--- src/rtl/hbs_consts.vh ---
/*
  hbs_consts.vh: offsets, field positions, reset values, codes and timing
  counts of the hoist brake sequencer.
  Assumes a 25 MHz system clock and a byte-addressed plain register port.
*/
`ifndef HBS_CONSTS_VH
`define HBS_CONSTS_VH

// register byte offsets
`define HBS_OFS_ENABLE 6'h00
`define HBS_OFS_REL_WAIT 6'h04
`define HBS_OFS_ACC_WAIT 6'h08
`define HBS_OFS_STOP_WAIT 6'h0C
`define HBS_OFS_CONF_WAIT 6'h10
`define HBS_OFS_REL_FREQ 6'h14
`define HBS_OFS_REL_CUR 6'h18
`define HBS_OFS_BRK_ON_FREQ 6'h1C
`define HBS_OFS_TERM_FUNC 6'h20
`define HBS_OFS_STATUS 6'h24
`define HBS_OFS_IRQ_STAT 6'h28
`define HBS_OFS_IRQ_MASK 6'h2C
`define HBS_OFS_CMD 6'h30

// brake control selection codes
`define HBS_CTRL_DISABLED 8'h00
`define HBS_CTRL_ENABLED 8'h01

// terminal function codes
`define HBS_FUNC_CONFIRM 8'h2C
`define HBS_FUNC_RELEASE 8'h13
`define HBS_FUNC_ERROR 8'h14

// brake error code reported in status
`define HBS_ERR_BRAKE 8'h24

// limits: times in 10 ms units, frequencies in 0.01 Hz, current in 0.1 % of rated
`define HBS_TIME_MAX 16'h01F4
`define HBS_FREQ_MAX 16'h9C40
`define HBS_CUR_MAX 16'h07D0
`define HBS_CUR_RESET 16'h03E8
`define HBS_FREQ_NO_LIMIT 16'hFFFF

// status field positions
`define HBS_ST_STATE_LSB 0
`define HBS_ST_RELEASE 4
`define HBS_ST_ERROR 5
`define HBS_ST_TRIP 6
`define HBS_ST_CONFIRM 7
`define HBS_ST_CODE_LSB 8

// interrupt bit positions
`define HBS_IRQ_FAULT 0
`define HBS_IRQ_RELEASED 1
`define HBS_IRQ_ENGAGED 2

// command bit: clear a trip
`define HBS_CMD_CLEAR 0

// timer tick: period in ms and clock rate in kHz
`define HBS_TICK_MS 10
`define HBS_CLK_KHZ 25000
`define HBS_TICK_CYCLES (`HBS_TICK_MS * `HBS_CLK_KHZ)

`endif

--- src/rtl/hbs_brake_seq.v ---
/*
  hbs_brake_seq: mechanical brake sequencer for a hoist drive, with register
  port, interrupt and terminal function mapping.
  Assumes run_cmd, out_freq and out_current come from drive logic on clk_sys;
  the confirmation contact is an asynchronous pin.
*/
// The implementer's own choices: the strobed register port and the address map.
`timescale 1ns/1ns
`include "hbs_consts.vh"

// Operation
// - sequence runs only when enable code set
// - on run, ramp only to release frequency
// - at release frequency wait, then release brake
// - current too low after wait: trip
// - confirm allocated: hold, await confirm, timeout trips
// - confirm unallocated: skip confirmation wait
// - wait accel time, then accelerate freely
// - run removed: decelerate to brake-on, engage
// - confirm allocated: await confirm release, timeout trips
// - wait stop time, then decelerate to zero
// - every fault trips, flags error, records code
// - confirm lost while released is fault
// - terminals mapped by function codes 44/19/20
// - release current limited to twice rated
module hbs_brake_seq #(
  parameter [31:0] TICK_CYCLES = `HBS_TICK_CYCLES
) (
  input wire clk_sys,
  input wire resetn,
  input wire [5:0] reg_addr,
  input wire [31:0] reg_wdata,
  input wire reg_wr,
  input wire reg_rd,
  output reg [31:0] reg_rdata_q,
  input wire run_cmd,
  input wire [15:0] out_freq,
  input wire [15:0] out_current,
  input wire brake_confirm_in,
  output reg [15:0] freq_limit_q,
  output reg freq_hold_q,
  output reg trip_q,
  output reg brake_release_out_q,
  output reg brake_error_out_q,
  output reg [1:0] term_out_q,
  output reg irq_q
);

  localparam [3:0] ST_IDLE = 4'h0;
  localparam [3:0] ST_ACC_REL = 4'h1;
  localparam [3:0] ST_REL_WAIT = 4'h2;
  localparam [3:0] ST_CONF_ON = 4'h3;
  localparam [3:0] ST_ACC_WAIT = 4'h4;
  localparam [3:0] ST_RUNNING = 4'h5;
  localparam [3:0] ST_DEC_BRK = 4'h6;
  localparam [3:0] ST_CONF_OFF = 4'h7;
  localparam [3:0] ST_STOP_WAIT = 4'h8;
  localparam [3:0] ST_DEC_ZERO = 4'h9;
  localparam [3:0] ST_FAULT = 4'hA;

  // clamp a written value to its documented maximum
  function [15:0] sat16;
    input [31:0] val;
    input [15:0] max;
    begin
      if (val > {16'h0000, max}) begin
        sat16 = max;
      end else begin
        sat16 = val[15:0];
      end
    end
  endfunction

  // what an output terminal shows for its function code
  function term_level;
    input [7:0] code;
    input rel;
    input err;
    begin
      if (code == `HBS_FUNC_RELEASE) begin
        term_level = rel;
      end else if (code == `HBS_FUNC_ERROR) begin
        term_level = err;
      end else begin
        term_level = 1'b0;
      end
    end
  endfunction

  reg [7:0] enable_q;
  reg [15:0] rel_wait_q;
  reg [15:0] acc_wait_q;
  reg [15:0] stop_wait_q;
  reg [15:0] conf_wait_q;
  reg [15:0] rel_freq_q;
  reg [15:0] rel_cur_q;
  reg [15:0] brk_on_freq_q;
  reg [7:0] in_func_q;
  reg [7:0] out0_func_q;
  reg [7:0] out1_func_q;
  reg [2:0] irq_stat_q;
  reg [2:0] irq_mask_q;
  reg [7:0] err_code_q;
  reg conf_s1_q;
  reg conf_s2_q;
  reg [3:0] state_q;
  reg [3:0] state_d;
  reg release_d;
  reg tmr_start_q;
  reg [15:0] tmr_val_q;
  reg [15:0] tmr_val_d;
  wire tmr_done;
  wire confirm_alloc;
  wire wait_state;
  wire clear_cmd;
  wire [2:0] irq_event;
  wire [2:0] irq_w1c;

  assign confirm_alloc = (in_func_q == `HBS_FUNC_CONFIRM);
  assign clear_cmd = reg_wr && (reg_addr == `HBS_OFS_CMD) && reg_wdata[`HBS_CMD_CLEAR];
  assign wait_state = (state_q == ST_REL_WAIT) || (state_q == ST_CONF_ON) || (state_q == ST_ACC_WAIT) ||
                      (state_q == ST_CONF_OFF) || (state_q == ST_STOP_WAIT);

  // confirmation contact is a pin: two flops before use
  always @(posedge clk_sys) begin
    if (!resetn) begin
      conf_s1_q <= 1'b0;
      conf_s2_q <= 1'b0;
    end else begin
      conf_s1_q <= brake_confirm_in;
      conf_s2_q <= conf_s1_q;
    end
  end

  // shared wait timer; aborted outside wait states so no stale expiry leaks in
  hbs_wait_timer #(
    .TICK_CYCLES(TICK_CYCLES)
  ) u_timer (
    .clk_sys(clk_sys),
    .resetn(resetn),
    .start(tmr_start_q),
    .abort(!wait_state),
    .load_val(tmr_val_q),
    .done_q(tmr_done)
  );

  // sequence next state; a wait state is only entered together with a timer start
  always @* begin
    state_d = state_q;
    release_d = brake_release_out_q;
    tmr_val_d = tmr_val_q;
    case (state_q)
      ST_IDLE: begin
        release_d = 1'b0;
        if ((enable_q == `HBS_CTRL_ENABLED) && run_cmd) begin
          state_d = ST_ACC_REL;
        end
      end
      ST_ACC_REL: begin
        if (!run_cmd) begin
          state_d = ST_DEC_ZERO;
        end else if (out_freq >= rel_freq_q) begin
          state_d = ST_REL_WAIT;
          tmr_val_d = rel_wait_q;
        end
      end
      ST_REL_WAIT: begin
        if (!run_cmd) begin
          state_d = ST_DEC_ZERO;
        end else if (tmr_done) begin
          if (out_current < rel_cur_q) begin
            state_d = ST_FAULT;
          end else if (confirm_alloc) begin
            release_d = 1'b1;
            state_d = ST_CONF_ON;
            tmr_val_d = conf_wait_q;
          end else begin
            release_d = 1'b1;
            state_d = ST_ACC_WAIT;
            tmr_val_d = acc_wait_q;
          end
        end
      end
      ST_CONF_ON: begin
        if (conf_s2_q) begin
          state_d = ST_ACC_WAIT;
          tmr_val_d = acc_wait_q;
        end else if (tmr_done) begin
          state_d = ST_FAULT;
        end
      end
      ST_ACC_WAIT: begin
        if (confirm_alloc && !conf_s2_q) begin
          state_d = ST_FAULT;
        end else if (tmr_done) begin
          state_d = run_cmd ? ST_RUNNING : ST_DEC_BRK;
        end
      end
      ST_RUNNING: begin
        if (confirm_alloc && !conf_s2_q) begin
          state_d = ST_FAULT;
        end else if (!run_cmd) begin
          state_d = ST_DEC_BRK;
        end
      end
      ST_DEC_BRK: begin
        if (confirm_alloc && !conf_s2_q) begin
          state_d = ST_FAULT;
        end else if (out_freq <= brk_on_freq_q) begin
          release_d = 1'b0;
          if (confirm_alloc) begin
            state_d = ST_CONF_OFF;
            tmr_val_d = conf_wait_q;
          end else begin
            state_d = ST_STOP_WAIT;
            tmr_val_d = stop_wait_q;
          end
        end
      end
      ST_CONF_OFF: begin
        if (!conf_s2_q) begin
          state_d = ST_STOP_WAIT;
          tmr_val_d = stop_wait_q;
        end else if (tmr_done) begin
          state_d = ST_FAULT;
        end
      end
      ST_STOP_WAIT: begin
        if (tmr_done) begin
          state_d = ST_DEC_ZERO;
        end
      end
      ST_DEC_ZERO: begin
        if (out_freq == 16'h0000) begin
          state_d = ST_IDLE;
        end
      end
      ST_FAULT: begin
        if (clear_cmd) begin
          state_d = ST_IDLE;
        end
      end
      default: begin
        state_d = ST_IDLE;
        release_d = 1'b0;
      end
    endcase
    release_d = release_d && (state_d != ST_FAULT); // a trip closes the brake at once
  end

  // sequence registers and drive-side outputs
  always @(posedge clk_sys) begin
    if (!resetn) begin
      state_q <= ST_IDLE;
      brake_release_out_q <= 1'b0;
      brake_error_out_q <= 1'b0;
      trip_q <= 1'b0;
      err_code_q <= 8'h00;
      tmr_start_q <= 1'b0;
      tmr_val_q <= 16'h0000;
      freq_limit_q <= `HBS_FREQ_NO_LIMIT;
      freq_hold_q <= 1'b0;
      term_out_q <= 2'b00;
    end else begin
      state_q <= state_d;
      brake_release_out_q <= release_d;
      tmr_val_q <= tmr_val_d;
      // a new wait starts on every entry to a wait state
      tmr_start_q <= (state_d != state_q) && ((state_d == ST_REL_WAIT) || (state_d == ST_CONF_ON) ||
                     (state_d == ST_ACC_WAIT) || (state_d == ST_CONF_OFF) || (state_d == ST_STOP_WAIT));
      if (state_d == ST_FAULT) begin
        trip_q <= 1'b1;
        brake_error_out_q <= 1'b1;
        err_code_q <= `HBS_ERR_BRAKE;
      end else begin
        trip_q <= 1'b0;
        brake_error_out_q <= 1'b0;
      end
      // frequency cap seen by the ramp; hold freezes the ramp where it is
      case (state_d)
        ST_ACC_REL, ST_REL_WAIT, ST_CONF_ON, ST_ACC_WAIT: freq_limit_q <= rel_freq_q;
        ST_DEC_BRK, ST_CONF_OFF, ST_STOP_WAIT: freq_limit_q <= brk_on_freq_q;
        ST_DEC_ZERO, ST_FAULT: freq_limit_q <= 16'h0000;
        default: freq_limit_q <= `HBS_FREQ_NO_LIMIT;
      endcase
      freq_hold_q <= (state_d == ST_REL_WAIT) || (state_d == ST_CONF_ON) || (state_d == ST_ACC_WAIT) ||
                     (state_d == ST_CONF_OFF) || (state_d == ST_STOP_WAIT);
      term_out_q[0] <= term_level(out0_func_q, release_d, state_d == ST_FAULT);
      term_out_q[1] <= term_level(out1_func_q, release_d, state_d == ST_FAULT);
    end
  end

  // settings registers; written values saturate at their limits
  always @(posedge clk_sys) begin
    if (!resetn) begin
      enable_q <= `HBS_CTRL_DISABLED;
      rel_wait_q <= 16'h0000;
      acc_wait_q <= 16'h0000;
      stop_wait_q <= 16'h0000;
      conf_wait_q <= 16'h0000;
      rel_freq_q <= 16'h0000;
      rel_cur_q <= `HBS_CUR_RESET;
      brk_on_freq_q <= 16'h0000;
      in_func_q <= 8'h00;
      out0_func_q <= 8'h00;
      out1_func_q <= 8'h00;
      irq_mask_q <= 3'b000;
    end else if (reg_wr) begin
      case (reg_addr)
        `HBS_OFS_ENABLE: enable_q <= reg_wdata[7:0];
        `HBS_OFS_REL_WAIT: rel_wait_q <= sat16(reg_wdata, `HBS_TIME_MAX);
        `HBS_OFS_ACC_WAIT: acc_wait_q <= sat16(reg_wdata, `HBS_TIME_MAX);
        `HBS_OFS_STOP_WAIT: stop_wait_q <= sat16(reg_wdata, `HBS_TIME_MAX);
        `HBS_OFS_CONF_WAIT: conf_wait_q <= sat16(reg_wdata, `HBS_TIME_MAX);
        `HBS_OFS_REL_FREQ: rel_freq_q <= sat16(reg_wdata, `HBS_FREQ_MAX);
        `HBS_OFS_REL_CUR: rel_cur_q <= sat16(reg_wdata, `HBS_CUR_MAX);
        `HBS_OFS_BRK_ON_FREQ: brk_on_freq_q <= sat16(reg_wdata, `HBS_FREQ_MAX);
        `HBS_OFS_TERM_FUNC: begin
          in_func_q <= reg_wdata[7:0];
          out0_func_q <= reg_wdata[15:8];
          out1_func_q <= reg_wdata[23:16];
        end
        `HBS_OFS_IRQ_MASK: irq_mask_q <= reg_wdata[2:0];
        default: begin
        end
      endcase
    end
  end

  // sticky events; a new event beats a write-one clear in the same cycle
  assign irq_event = {(release_d == 1'b0) && brake_release_out_q,
                      release_d && !brake_release_out_q,
                      (state_d == ST_FAULT) && (state_q != ST_FAULT)};
  assign irq_w1c = (reg_wr && (reg_addr == `HBS_OFS_IRQ_STAT)) ? reg_wdata[2:0] : 3'b000;

  always @(posedge clk_sys) begin
    if (!resetn) begin
      irq_stat_q <= 3'b000;
      irq_q <= 1'b0;
    end else begin
      irq_stat_q <= (irq_stat_q & ~irq_w1c) | irq_event;
      irq_q <= |(((irq_stat_q & ~irq_w1c) | irq_event) & irq_mask_q);
    end
  end

  // read data stand in the cycle after the strobe only
  always @(posedge clk_sys) begin
    if (!resetn) begin
      reg_rdata_q <= 32'h0000_0000;
    end else if (reg_rd) begin
      case (reg_addr)
        `HBS_OFS_ENABLE: reg_rdata_q <= {24'h00_0000, enable_q};
        `HBS_OFS_REL_WAIT: reg_rdata_q <= {16'h0000, rel_wait_q};
        `HBS_OFS_ACC_WAIT: reg_rdata_q <= {16'h0000, acc_wait_q};
        `HBS_OFS_STOP_WAIT: reg_rdata_q <= {16'h0000, stop_wait_q};
        `HBS_OFS_CONF_WAIT: reg_rdata_q <= {16'h0000, conf_wait_q};
        `HBS_OFS_REL_FREQ: reg_rdata_q <= {16'h0000, rel_freq_q};
        `HBS_OFS_REL_CUR: reg_rdata_q <= {16'h0000, rel_cur_q};
        `HBS_OFS_BRK_ON_FREQ: reg_rdata_q <= {16'h0000, brk_on_freq_q};
        `HBS_OFS_TERM_FUNC: reg_rdata_q <= {8'h00, out1_func_q, out0_func_q, in_func_q};
        `HBS_OFS_STATUS: reg_rdata_q <= {16'h0000, err_code_q, conf_s2_q, trip_q, brake_error_out_q,
                                         brake_release_out_q, state_q};
        `HBS_OFS_IRQ_STAT: reg_rdata_q <= {29'h0000_0000, irq_stat_q};
        `HBS_OFS_IRQ_MASK: reg_rdata_q <= {29'h0000_0000, irq_mask_q};
        default: reg_rdata_q <= 32'h0000_0000;
      endcase
    end else begin
      reg_rdata_q <= 32'h0000_0000;
    end
  end

endmodule // hbs_brake_seq

--- src/rtl/hbs_wait_timer.v ---
/*
  hbs_wait_timer: one wait timer counting in 10 ms ticks.
  Assumes start and abort come from logic on clk_sys; start wins over abort.
*/
`timescale 1ns/1ns
`include "hbs_consts.vh"

module hbs_wait_timer #(
  parameter [31:0] TICK_CYCLES = `HBS_TICK_CYCLES
) (
  input wire clk_sys,
  input wire resetn,
  input wire start,
  input wire abort,
  input wire [15:0] load_val,
  output reg done_q
);

  reg [31:0] pre_q;
  reg [15:0] cnt_q;
  reg run_q;

  // prescaler restarts on start so every wait is a whole number of ticks
  always @(posedge clk_sys) begin
    if (!resetn) begin
      pre_q <= 32'h0000_0000;
      cnt_q <= 16'h0000;
      run_q <= 1'b0;
      done_q <= 1'b0;
    end else if (start) begin
      pre_q <= 32'h0000_0000;
      cnt_q <= load_val;
      run_q <= 1'b1;
      done_q <= 1'b0;
    end else if (abort) begin
      run_q <= 1'b0;
      done_q <= 1'b0;
    end else if (run_q) begin
      if (cnt_q == 16'h0000) begin
        run_q <= 1'b0;
        done_q <= 1'b1;
      end else if (pre_q == TICK_CYCLES - 32'h0000_0001) begin
        pre_q <= 32'h0000_0000;
        cnt_q <= cnt_q - 16'h0001;
      end else begin
        pre_q <= pre_q + 32'h0000_0001;
      end
    end else begin
      done_q <= 1'b0;
    end
  end

endmodule // hbs_wait_timer

--- config.mk ---
export PLATFORM = sky130hd
export DESIGN_NAME = hbs_brake_seq
export DESIGN_NICKNAME = d
export VERILOG_FILES = /design/src/rtl/hbs_brake_seq.v /design/src/rtl/hbs_wait_timer.v
export VERILOG_INCLUDE_DIRS = /design/src /design/src/rtl
export SDC_FILE = /design/constraint.sdc
export NUM_CORES = 1
export LEC_CHECK = 0
export ABC_AREA = 1
export BUFFER_PORTS_ARGS = -buffer_cell sky130_fd_sc_hd__buf_2
export CAP_MARGIN = 20
export CORE_UTILIZATION = 58
export DETAILED_ROUTE_END_ITERATION = 12
export PLACE_DENSITY = 0.77
export SLEW_MARGIN = 20
export SYNTH_ARGS = -nofsm -noshare
export SYNTH_HDL_FRONTEND = slang
export SYNTH_SLANG_ARGS = --single-unit
--- constraint.sdc ---
create_clock -name clk_sys -period 3.2 [get_ports clk_sys]
set_clock_uncertainty 0.05 [all_clocks]
set_input_delay 0.16 -clock clk_sys [delete_from_list [all_inputs] [get_ports clk_sys]]
set_output_delay 0.16 -clock clk_sys [all_outputs]
set_load 0.005 [all_outputs]
======== Word level (Yosys, flattened, before mapping) ========
Cells that the tools add are included.
word-level totals
  output and inout port bits .............. 55
  input bits .............................. 76
  bits in registers ....................... 278
  logic and storage cells ................. 208
operators by class
  reduce and logical (&&, ||, !) cells .... 49
  equal/unequal tests ..................... 51
  multiplexer cells ....................... 61
  bitwise operators ....................... 9
  $lt $le $gt $ge ......................... 6
  add/subtract/negate cells ............... 2
operator list
  kind                                                              count
  2-to-1 mux 16 bit                                                 19
  case mux 24 bit (12 select lines)                                 1
  case mux 16 bit (5 select lines)                                  1
  2-to-1 mux 4 bit                                                  19
  case mux 16 bit (3 select lines)                                  1
  case mux 4 bit (11 select lines)                                  1
  adder 32 x 1 -> 32 bit (second input constant)                    1
  equality test 32 x 18 -> 1 bit (second input constant)            1
  equality test 8 x 5 -> 1 bit (second input constant)              4
  greater-than comparator 32 x 11 -> 1 bit (second input constant)  1
  greater-than comparator 32 x 16 -> 1 bit (second input constant)  1
  greater-than comparator 32 x 9 -> 1 bit (second input constant)   1
  logical NOT 16 bit                                                2
  2-to-1 mux 32 bit                                                 1
  equality test 6 bit (second input constant)                       5
  equality test 4 x 3 -> 1 bit (second input constant)              7
  equality test 4 bit (second input constant)                       6
  equality test 6 x 5 -> 1 bit (second input constant)              4
  AND reduction 2 bit                                               11
  != test 2 bit (second input constant)                             9
  equality test 4 x 2 -> 1 bit (second input constant)              4
  >= comparator 16 bit                                              1
  less-or-equal comparator 16 bit                                   1
  less-than comparator 16 bit                                       1
  31 further kinds                                                  75

======== Longest topological paths before layout ========
  depth after elaboration ................. 13
  mapped depth ............................ 24
  mapped depth without buffers ............ 23

======== Hierarchy ========
A second synthesis with hierarchy kept.
unflattened totals
  cell total of the unflattened synthesis .. 2087
  area total of the unflattened synthesis .. 14181.1 sq um
modules (own cells, without submodules)
  module          seq. area each (sq um)  times used  cells each  area an instance (sq um)
  hbs_brake_seq   4404.2                  1           1533        10857.9
  hbs_wait_timer  1001.0                  1           554         3323.2

======== Least setup slack after synthesis ========
Ideal clock, no wire load.
  path type ............................... register to register
  start ................................... register brk_on_freq_q[11]
  end ..................................... register freq_limit_q[10]
  data arrival time ....................... 2.101 ns
  period minus slack after synthesis ...... 2.263 ns
  setup slack ............................. 0.937 ns
  required time ........................... 3.038 ns
  cell stages (with the launch flop) ...... 19
  library setup time ...................... 0.112 ns
  buffers on the path ..................... 1
  cells stage by stage .................... dfxtp_1 -> inv_1 -> ha_1 -> nand2_1 -> inv_1 -> nand3_1 -> nor3_1 -> nand3_1 -> nand2_1 -> nand2_1 -> nand3_1 -> nand3_1 -> nor2_1 -> nand2_2 -> nand3_2 -> nand2_1 -> inv_2 -> buf_6 -> nand2_1
between the ends
  cells in the longest elaborated chain, start to end .. 7
  elaborated cells between the ends (all ways) .. 17
  those cells by class .................... order compare: 1; eq/ne: 9; mux: 4; reduce/logical: 3
RTL lines
  what                                                        RTL line             source
  start, declared                                             hbs_brake_seq.v:97   reg [15:0] brk_on_freq_q;
  start signal, assigned                                      hbs_brake_seq.v:317  `HBS_OFS_BRK_ON_FREQ: brk_on_freq_q <= sat16(reg_wdata, `HBS_FREQ_MAX);
  less-or-equal comparator 16 bit (*)                         hbs_brake_seq.v:209  end else if (out_freq <= brk_on_freq_q) begin
  2-to-1 mux 4 bit (*)                                        hbs_brake_seq.v:209
  2-to-1 mux 4 bit (*)                                        hbs_brake_seq.v:207  if (confirm_alloc && !conf_s2_q) begin
  case mux 4 bit (11 select lines) (*)                        hbs_brake_seq.v:152  case (state_q)
  equality test 4 x 2 -> 1 bit, or another cell as far along  hbs_brake_seq.v:280  case (state_d)
  OR reduction 4 bit, or another cell as far along            hbs_brake_seq.v:280
  case mux 16 bit (3 select lines) (*)                        hbs_brake_seq.v:280
  end signal, assigned                                        hbs_brake_seq.v:281  ST_ACC_REL, ST_REL_WAIT, ST_CONF_ON, ST_ACC_WAIT: freq_limit_q <= rel_freq_q;
  end signal, assigned                                        hbs_brake_seq.v:282  ST_DEC_BRK, ST_CONF_OFF, ST_STOP_WAIT: freq_limit_q <= brk_on_freq_q;
  end signal, assigned                                        hbs_brake_seq.v:284  default: freq_limit_q <= `HBS_FREQ_NO_LIMIT;
  end, declared                                               hbs_brake_seq.v:40   output reg [15:0] freq_limit_q,
Mark *: on every way between the ends. The rest lies on a longest branch, timed or not.
A chain may end at the register's enable or synchronous reset.

======== Worst setup path in the final report ========
  start ................................... register rel_cur_q[15]
  end ..................................... register irq_q
between the ends
  cells in the longest elaborated chain, start to end .. 12
  elaborated cells between the ends (all ways) .. 19
  those cells by class .................... order compare: 1; eq/ne: 2; mux: 8; bitwise: 3; reduce/logical: 5
RTL lines
  what                              RTL line             source
  start, declared                   hbs_brake_seq.v:96   reg [15:0] rel_cur_q;
  start signal, assigned            hbs_brake_seq.v:302  rel_cur_q <= `HBS_CUR_RESET;
  start signal, assigned            hbs_brake_seq.v:316  `HBS_OFS_REL_CUR: rel_cur_q <= sat16(reg_wdata, `HBS_CUR_MAX);
  less-than comparator 16 bit (*)   hbs_brake_seq.v:171  if (out_current < rel_cur_q) begin
  2-to-1 mux 4 bit                  hbs_brake_seq.v:171
  2-to-1 mux 4 bit                  hbs_brake_seq.v:170  end else if (tmr_done) begin
  2-to-1 mux 4 bit                  hbs_brake_seq.v:168  if (!run_cmd) begin
  case mux 4 bit (11 select lines)  hbs_brake_seq.v:152
  != test 4 bit                     hbs_brake_seq.v:248  release_d = release_d && (state_d != ST_FAULT);
  logical AND 1 bit                 hbs_brake_seq.v:248
  inverter 1 bit                    hbs_brake_seq.v:331  assign irq_event = {(release_d == 1'b0) && brake_release_out_q,
  logical AND 1 bit                 hbs_brake_seq.v:331
  OR 3 bit (*)                      hbs_brake_seq.v:342  irq_q <= |(((irq_stat_q & ~irq_w1c) | irq_event) & irq_mask_q);
  bitwise AND 3 bit (*)             hbs_brake_seq.v:342
  OR reduction 3 bit (*)            hbs_brake_seq.v:342
  end signal, assigned              hbs_brake_seq.v:342
  end, declared                     hbs_brake_seq.v:46   output reg irq_q
Marks and branches as above.

==> impl_metrics.yaml <==
timing:
  rsz0062_at_grt: "no"
  finalHoldViolCount: 0
  fmaxAchievable_ghz: 0.3347
  period_minus_slack_ns: 2.988
  relSlewSlack_pct: 37.78
  hold_slack_ns: 0.04086
  setup-violations-final: 0
  setup_tns_ns: 0
  worst_slew_pin_slew_ns: 0.9298
  slew_viol_final: 0
  timing.final.crit_share_pct: 93.36
place:
  port_buffers: 122
  place_area_um2: 14800
  hpwl_mm: 33.53
  place_congestion: 0.9792
critical_path:
  cp-end-kind: "flip-flop"
  reg2reg_depth: 17
  crit_fanout: 7
  r2r_start: "rel_cur_q[15]"
  r2r-end: "irq_q"
  reg2reg_slack_ns: 0.21
  path_class: "reg -> reg"
  crit_arrival_ns: 3.39
  startpoint_type: "flip-flop"
  required_ns: 3.60
job:
  max_cap_viol_count: 0
final_layout:
  multi_input_area_um2: 6984
  fillers: 2113
  nNetsFinal: 2246
  diodes: 0
  reg.largest.list: "u_timer.pre_q (32), reg_rdata_q (24)"
  final_area_um2: 16050
  drive_above_1_share_pct: 11.62
  largest_register_ffs: 32
  top_register: "u_timer.pre_q"
  syn_to_final_growth_pct: 15.32
  seq_area_um2: 5405
pwr:
  p_leak_nw: 6.641
  p_per_area_nw_per_um2: 449.0
  peakVddDrop_uv: 453.5
cts:
  insertion_delay_ns: 0.57
  cts_buffers: 29
  clk_path_buf_depth: 3
  cts_tree: "built"
  cts_sinks: 270
  cts_htree_levels: 1
  cts_root_buf: "clkbuf_16"
  clk_pin_slew_worst_paths_ns: 0.06
routing:
  drt_iter0_markers: 1644
  drt-wirelength-per-cell_um: 18.47
  routed_wl_mm: 45.45
  first_pass_iters: 5
  antenna_left: 0
  drc: 0
  num_vias: 14419
  viasPerCell: 5.859
global_routing:
  grt_pass1_vias: 13158
  grt_util_all_layers_pct: 36.60
  grt_antenna_before_repair: 0
  grt_max_degree: 92
  overflow: 0
  grt_first_pass_wirelength_mm: 69.99
die:
  rows: 56
  die_w_um: 156.9
  core_um2: 23470
  start_util_pct: 59.31
  die-area_um2: 24630
  io_pins: 131
  die_h_um: 156.9
logic_synthesis:
  synth_edf_count: 0
  synthFlopType: "dfxtp_1"
  yosysSeqAreaShare_pct: 38.83
  netlist_instances: 1986
  synth_area_um2: 13920
  yosysWarnings: 0
  ys_ff_latch: 270
  syn_avg_cell_area_um2: 7.009
  synth.distinct_cells: 55
  async_flop_share_pct: 0
hold_path:
  holdPathEnd: "irq_mask_q[1]"
  hold_class: "in -> reg"
  hold_path_depth: 4
  min_from: "reg_wr"
outcome:
  outcome: "completed"
[synth_stat cells (3+ instances only)]
cell         n  area share (%)
o31ai_1      3            0.16
inv_1      303             8.2
nor3_1      71             2.6
a221oi_1    17             1.1
buf_6        3            0.24
a22oi_1      9            0.49
clkinv_1     3           0.081
ha_1        49             4.4
buf_2       11            0.40
nor2_2       8            0.36
a211oi_1    21             1.1
nand3_2      4            0.29
nor2_1     211             5.7
o21ai_0    162             5.8
o221ai_1     5            0.31
clkbuf_1    55             1.5
o21a_1       5            0.27
o41ai_1      3            0.19
nor4_1      25             1.1
nand2_4      3            0.24
o22ai_1     45             2.0
or2_2        7            0.31
nand2_2      4            0.18
nand3b_1     3            0.16
dfxtp_1    270              39
a31oi_1     11            0.49
buf_4       11            0.59
inv_2       10            0.27
a21oi_1    179             6.4
nand4_1     34             1.5
o32ai_1     15            0.94
xnor2_1      5            0.31
nand2_1    314             8.5
o211ai_1     3            0.16
o2111ai_1    3            0.19
nand3_1     63             2.3
xor2_1      13            0.82
[through the flow]
stage	util (%)	total power [W]	setup slack [ns]	instances
3_5_place_dp	63.07	0.003796	0.1441	2383
4_1_cts	68.36	0.007216	0.1229	2461
5_1_grt	68.39	0.007403	0.01012	2461
2_1_floorplan	-	0.003655	0.9371	1993
6_report	68.39	0.007208	0.2124	2461
3_3_place_gp	63.07	0.003790	0.2215	2383
[kinds of logic (layout without fill, tap and decap cells)]
kind of cell	after synthesis	after routing	synth area share [%]
AND/OR/NAND/NOR	758	758	23.94
AO/OA/AOI/OAI	493	493	20.38
buffers and inverters	397	546	11.28
flip-flops	270	270	38.83
adder cells (fa/ha/maj)	49	49	4.404
XOR/XNOR	18	18	1.132
other	1	8	0.02694
[power by group]
| part | switching [W] | leakage [nW] | total, W | internal (W) |
|---|---|---|---|---|
| logic | 0.000243 | 3.98 | 0.000373 | 0.000129 |
| clock network | 0.00142 | 0.488 | 0.00345 | 0.00203 |
| registers | 0.0000110 | 2.18 | 0.00339 | 0.00338 |
[what timing repair did]
action / 4_1_cts / 5_1_grt
resized for setup: 0 / 2
hold endpoints to repair: 85 / 0
hold buffers: 26 / 0
endpoints found under the setup margin: 0 / 20
setup buffers: 0 / 0
[placed cells by master (no fill, tap or decap), drive strengths merged, types with 3 or more instances in the layout]
| master | netlist | routed |
|---|---|---|
| o21a | 5 | 5 |
| a211oi | 21 | 21 |
| xor2 | 13 | 13 |
| a221oi | 17 | 17 |
| a22oi | 9 | 9 |
| o211ai | 3 | 3 |
| a31oi | 11 | 11 |
| clkinv | 3 | 10 |
| nand4 | 34 | 34 |
| clkbuf | 55 | 42 |
| nor4 | 26 | 26 |
| nand3b | 3 | 3 |
| nor3 | 73 | 73 |
| o31ai | 3 | 3 |
| o2111ai | 3 | 3 |
| nand2 | 321 | 321 |
| o32ai | 15 | 15 |
| o221ai | 5 | 5 |
| o41ai | 3 | 3 |
| buf | 25 | 151 |
| ha | 49 | 49 |
| o22ai | 45 | 45 |
| o21ai | 164 | 164 |
| nor2 | 222 | 222 |
| conb | 1 | 8 |
| or2 | 8 | 8 |
| dfxtp | 270 | 270 |
| nand3 | 67 | 67 |
| inv | 314 | 314 |
| dlygate4sd3 | 0 | 26 |
| xnor2 | 5 | 5 |
| a21oi | 180 | 180 |
[layout make-up]
| type | count | area share [%] |
|---|---|---|
| inverters | 317 | 7.436 |
| flip-flops and latches | 270 | 33.67 |
| clock inverters | 10 | 0.7327 |
| multi-input cells | 1326 | 43.51 |
| clock buffers | 42 | 5.386 |
| well taps | 319 | 2.486 |
| repair buffers | 177 | 6.781 |
[critical path: stages (launching register included)]
cell     delay, ns
dfxtp_1       0.32
inv_1         0.07
ha_1          0.30
nand2_1       0.05
inv_1         0.06
nand3_1       0.08
nor3_1        0.36
nand2_1       0.17
nand2_1       0.19
nand2_1       0.10
nand2_1       0.08
nand3_2       0.15
nand2_1       0.34
nand2_2       0.20
nand2_1       0.13
nand2_1       0.06
nand3_1       0.07
nand2_1       0.07
[how the worst max path moves through the flow]
stage / start / to / slack [ns] / cells past startpoint
4_1_cts: brk_on_freq_q[11] / irq_q / 0.12 / 17
6_report: rel_cur_q[15] / irq_q / 0.21 / 17
3_5_place_dp: brk_on_freq_q[11] / irq_q / 0.14 / 17
5_1_grt: brk_on_freq_q[13] / irq_q / 0.01 / 17
3_3_place_gp: brk_on_freq_q[11] / irq_q / 0.22 / 17
2_1_floorplan: brk_on_freq_q[11] / freq_limit_q[10] / 0.94 / 18
[layer usage]
| metal | up-vias | track usage, % | share of wire (%) |
|---|---|---|---|
| met5 | - | 0 | 0 |
| met4 | 0 | 15.92 | 4.6 |
| met3 | 154 | 5.589 | 9.4 |
| met2 | 770 | 60.61 | 45 |
| met1 | 6586 | 47.19 | 41 |
| li1 | 6909 | - | - |
Power figures use the tool's default switching activity.
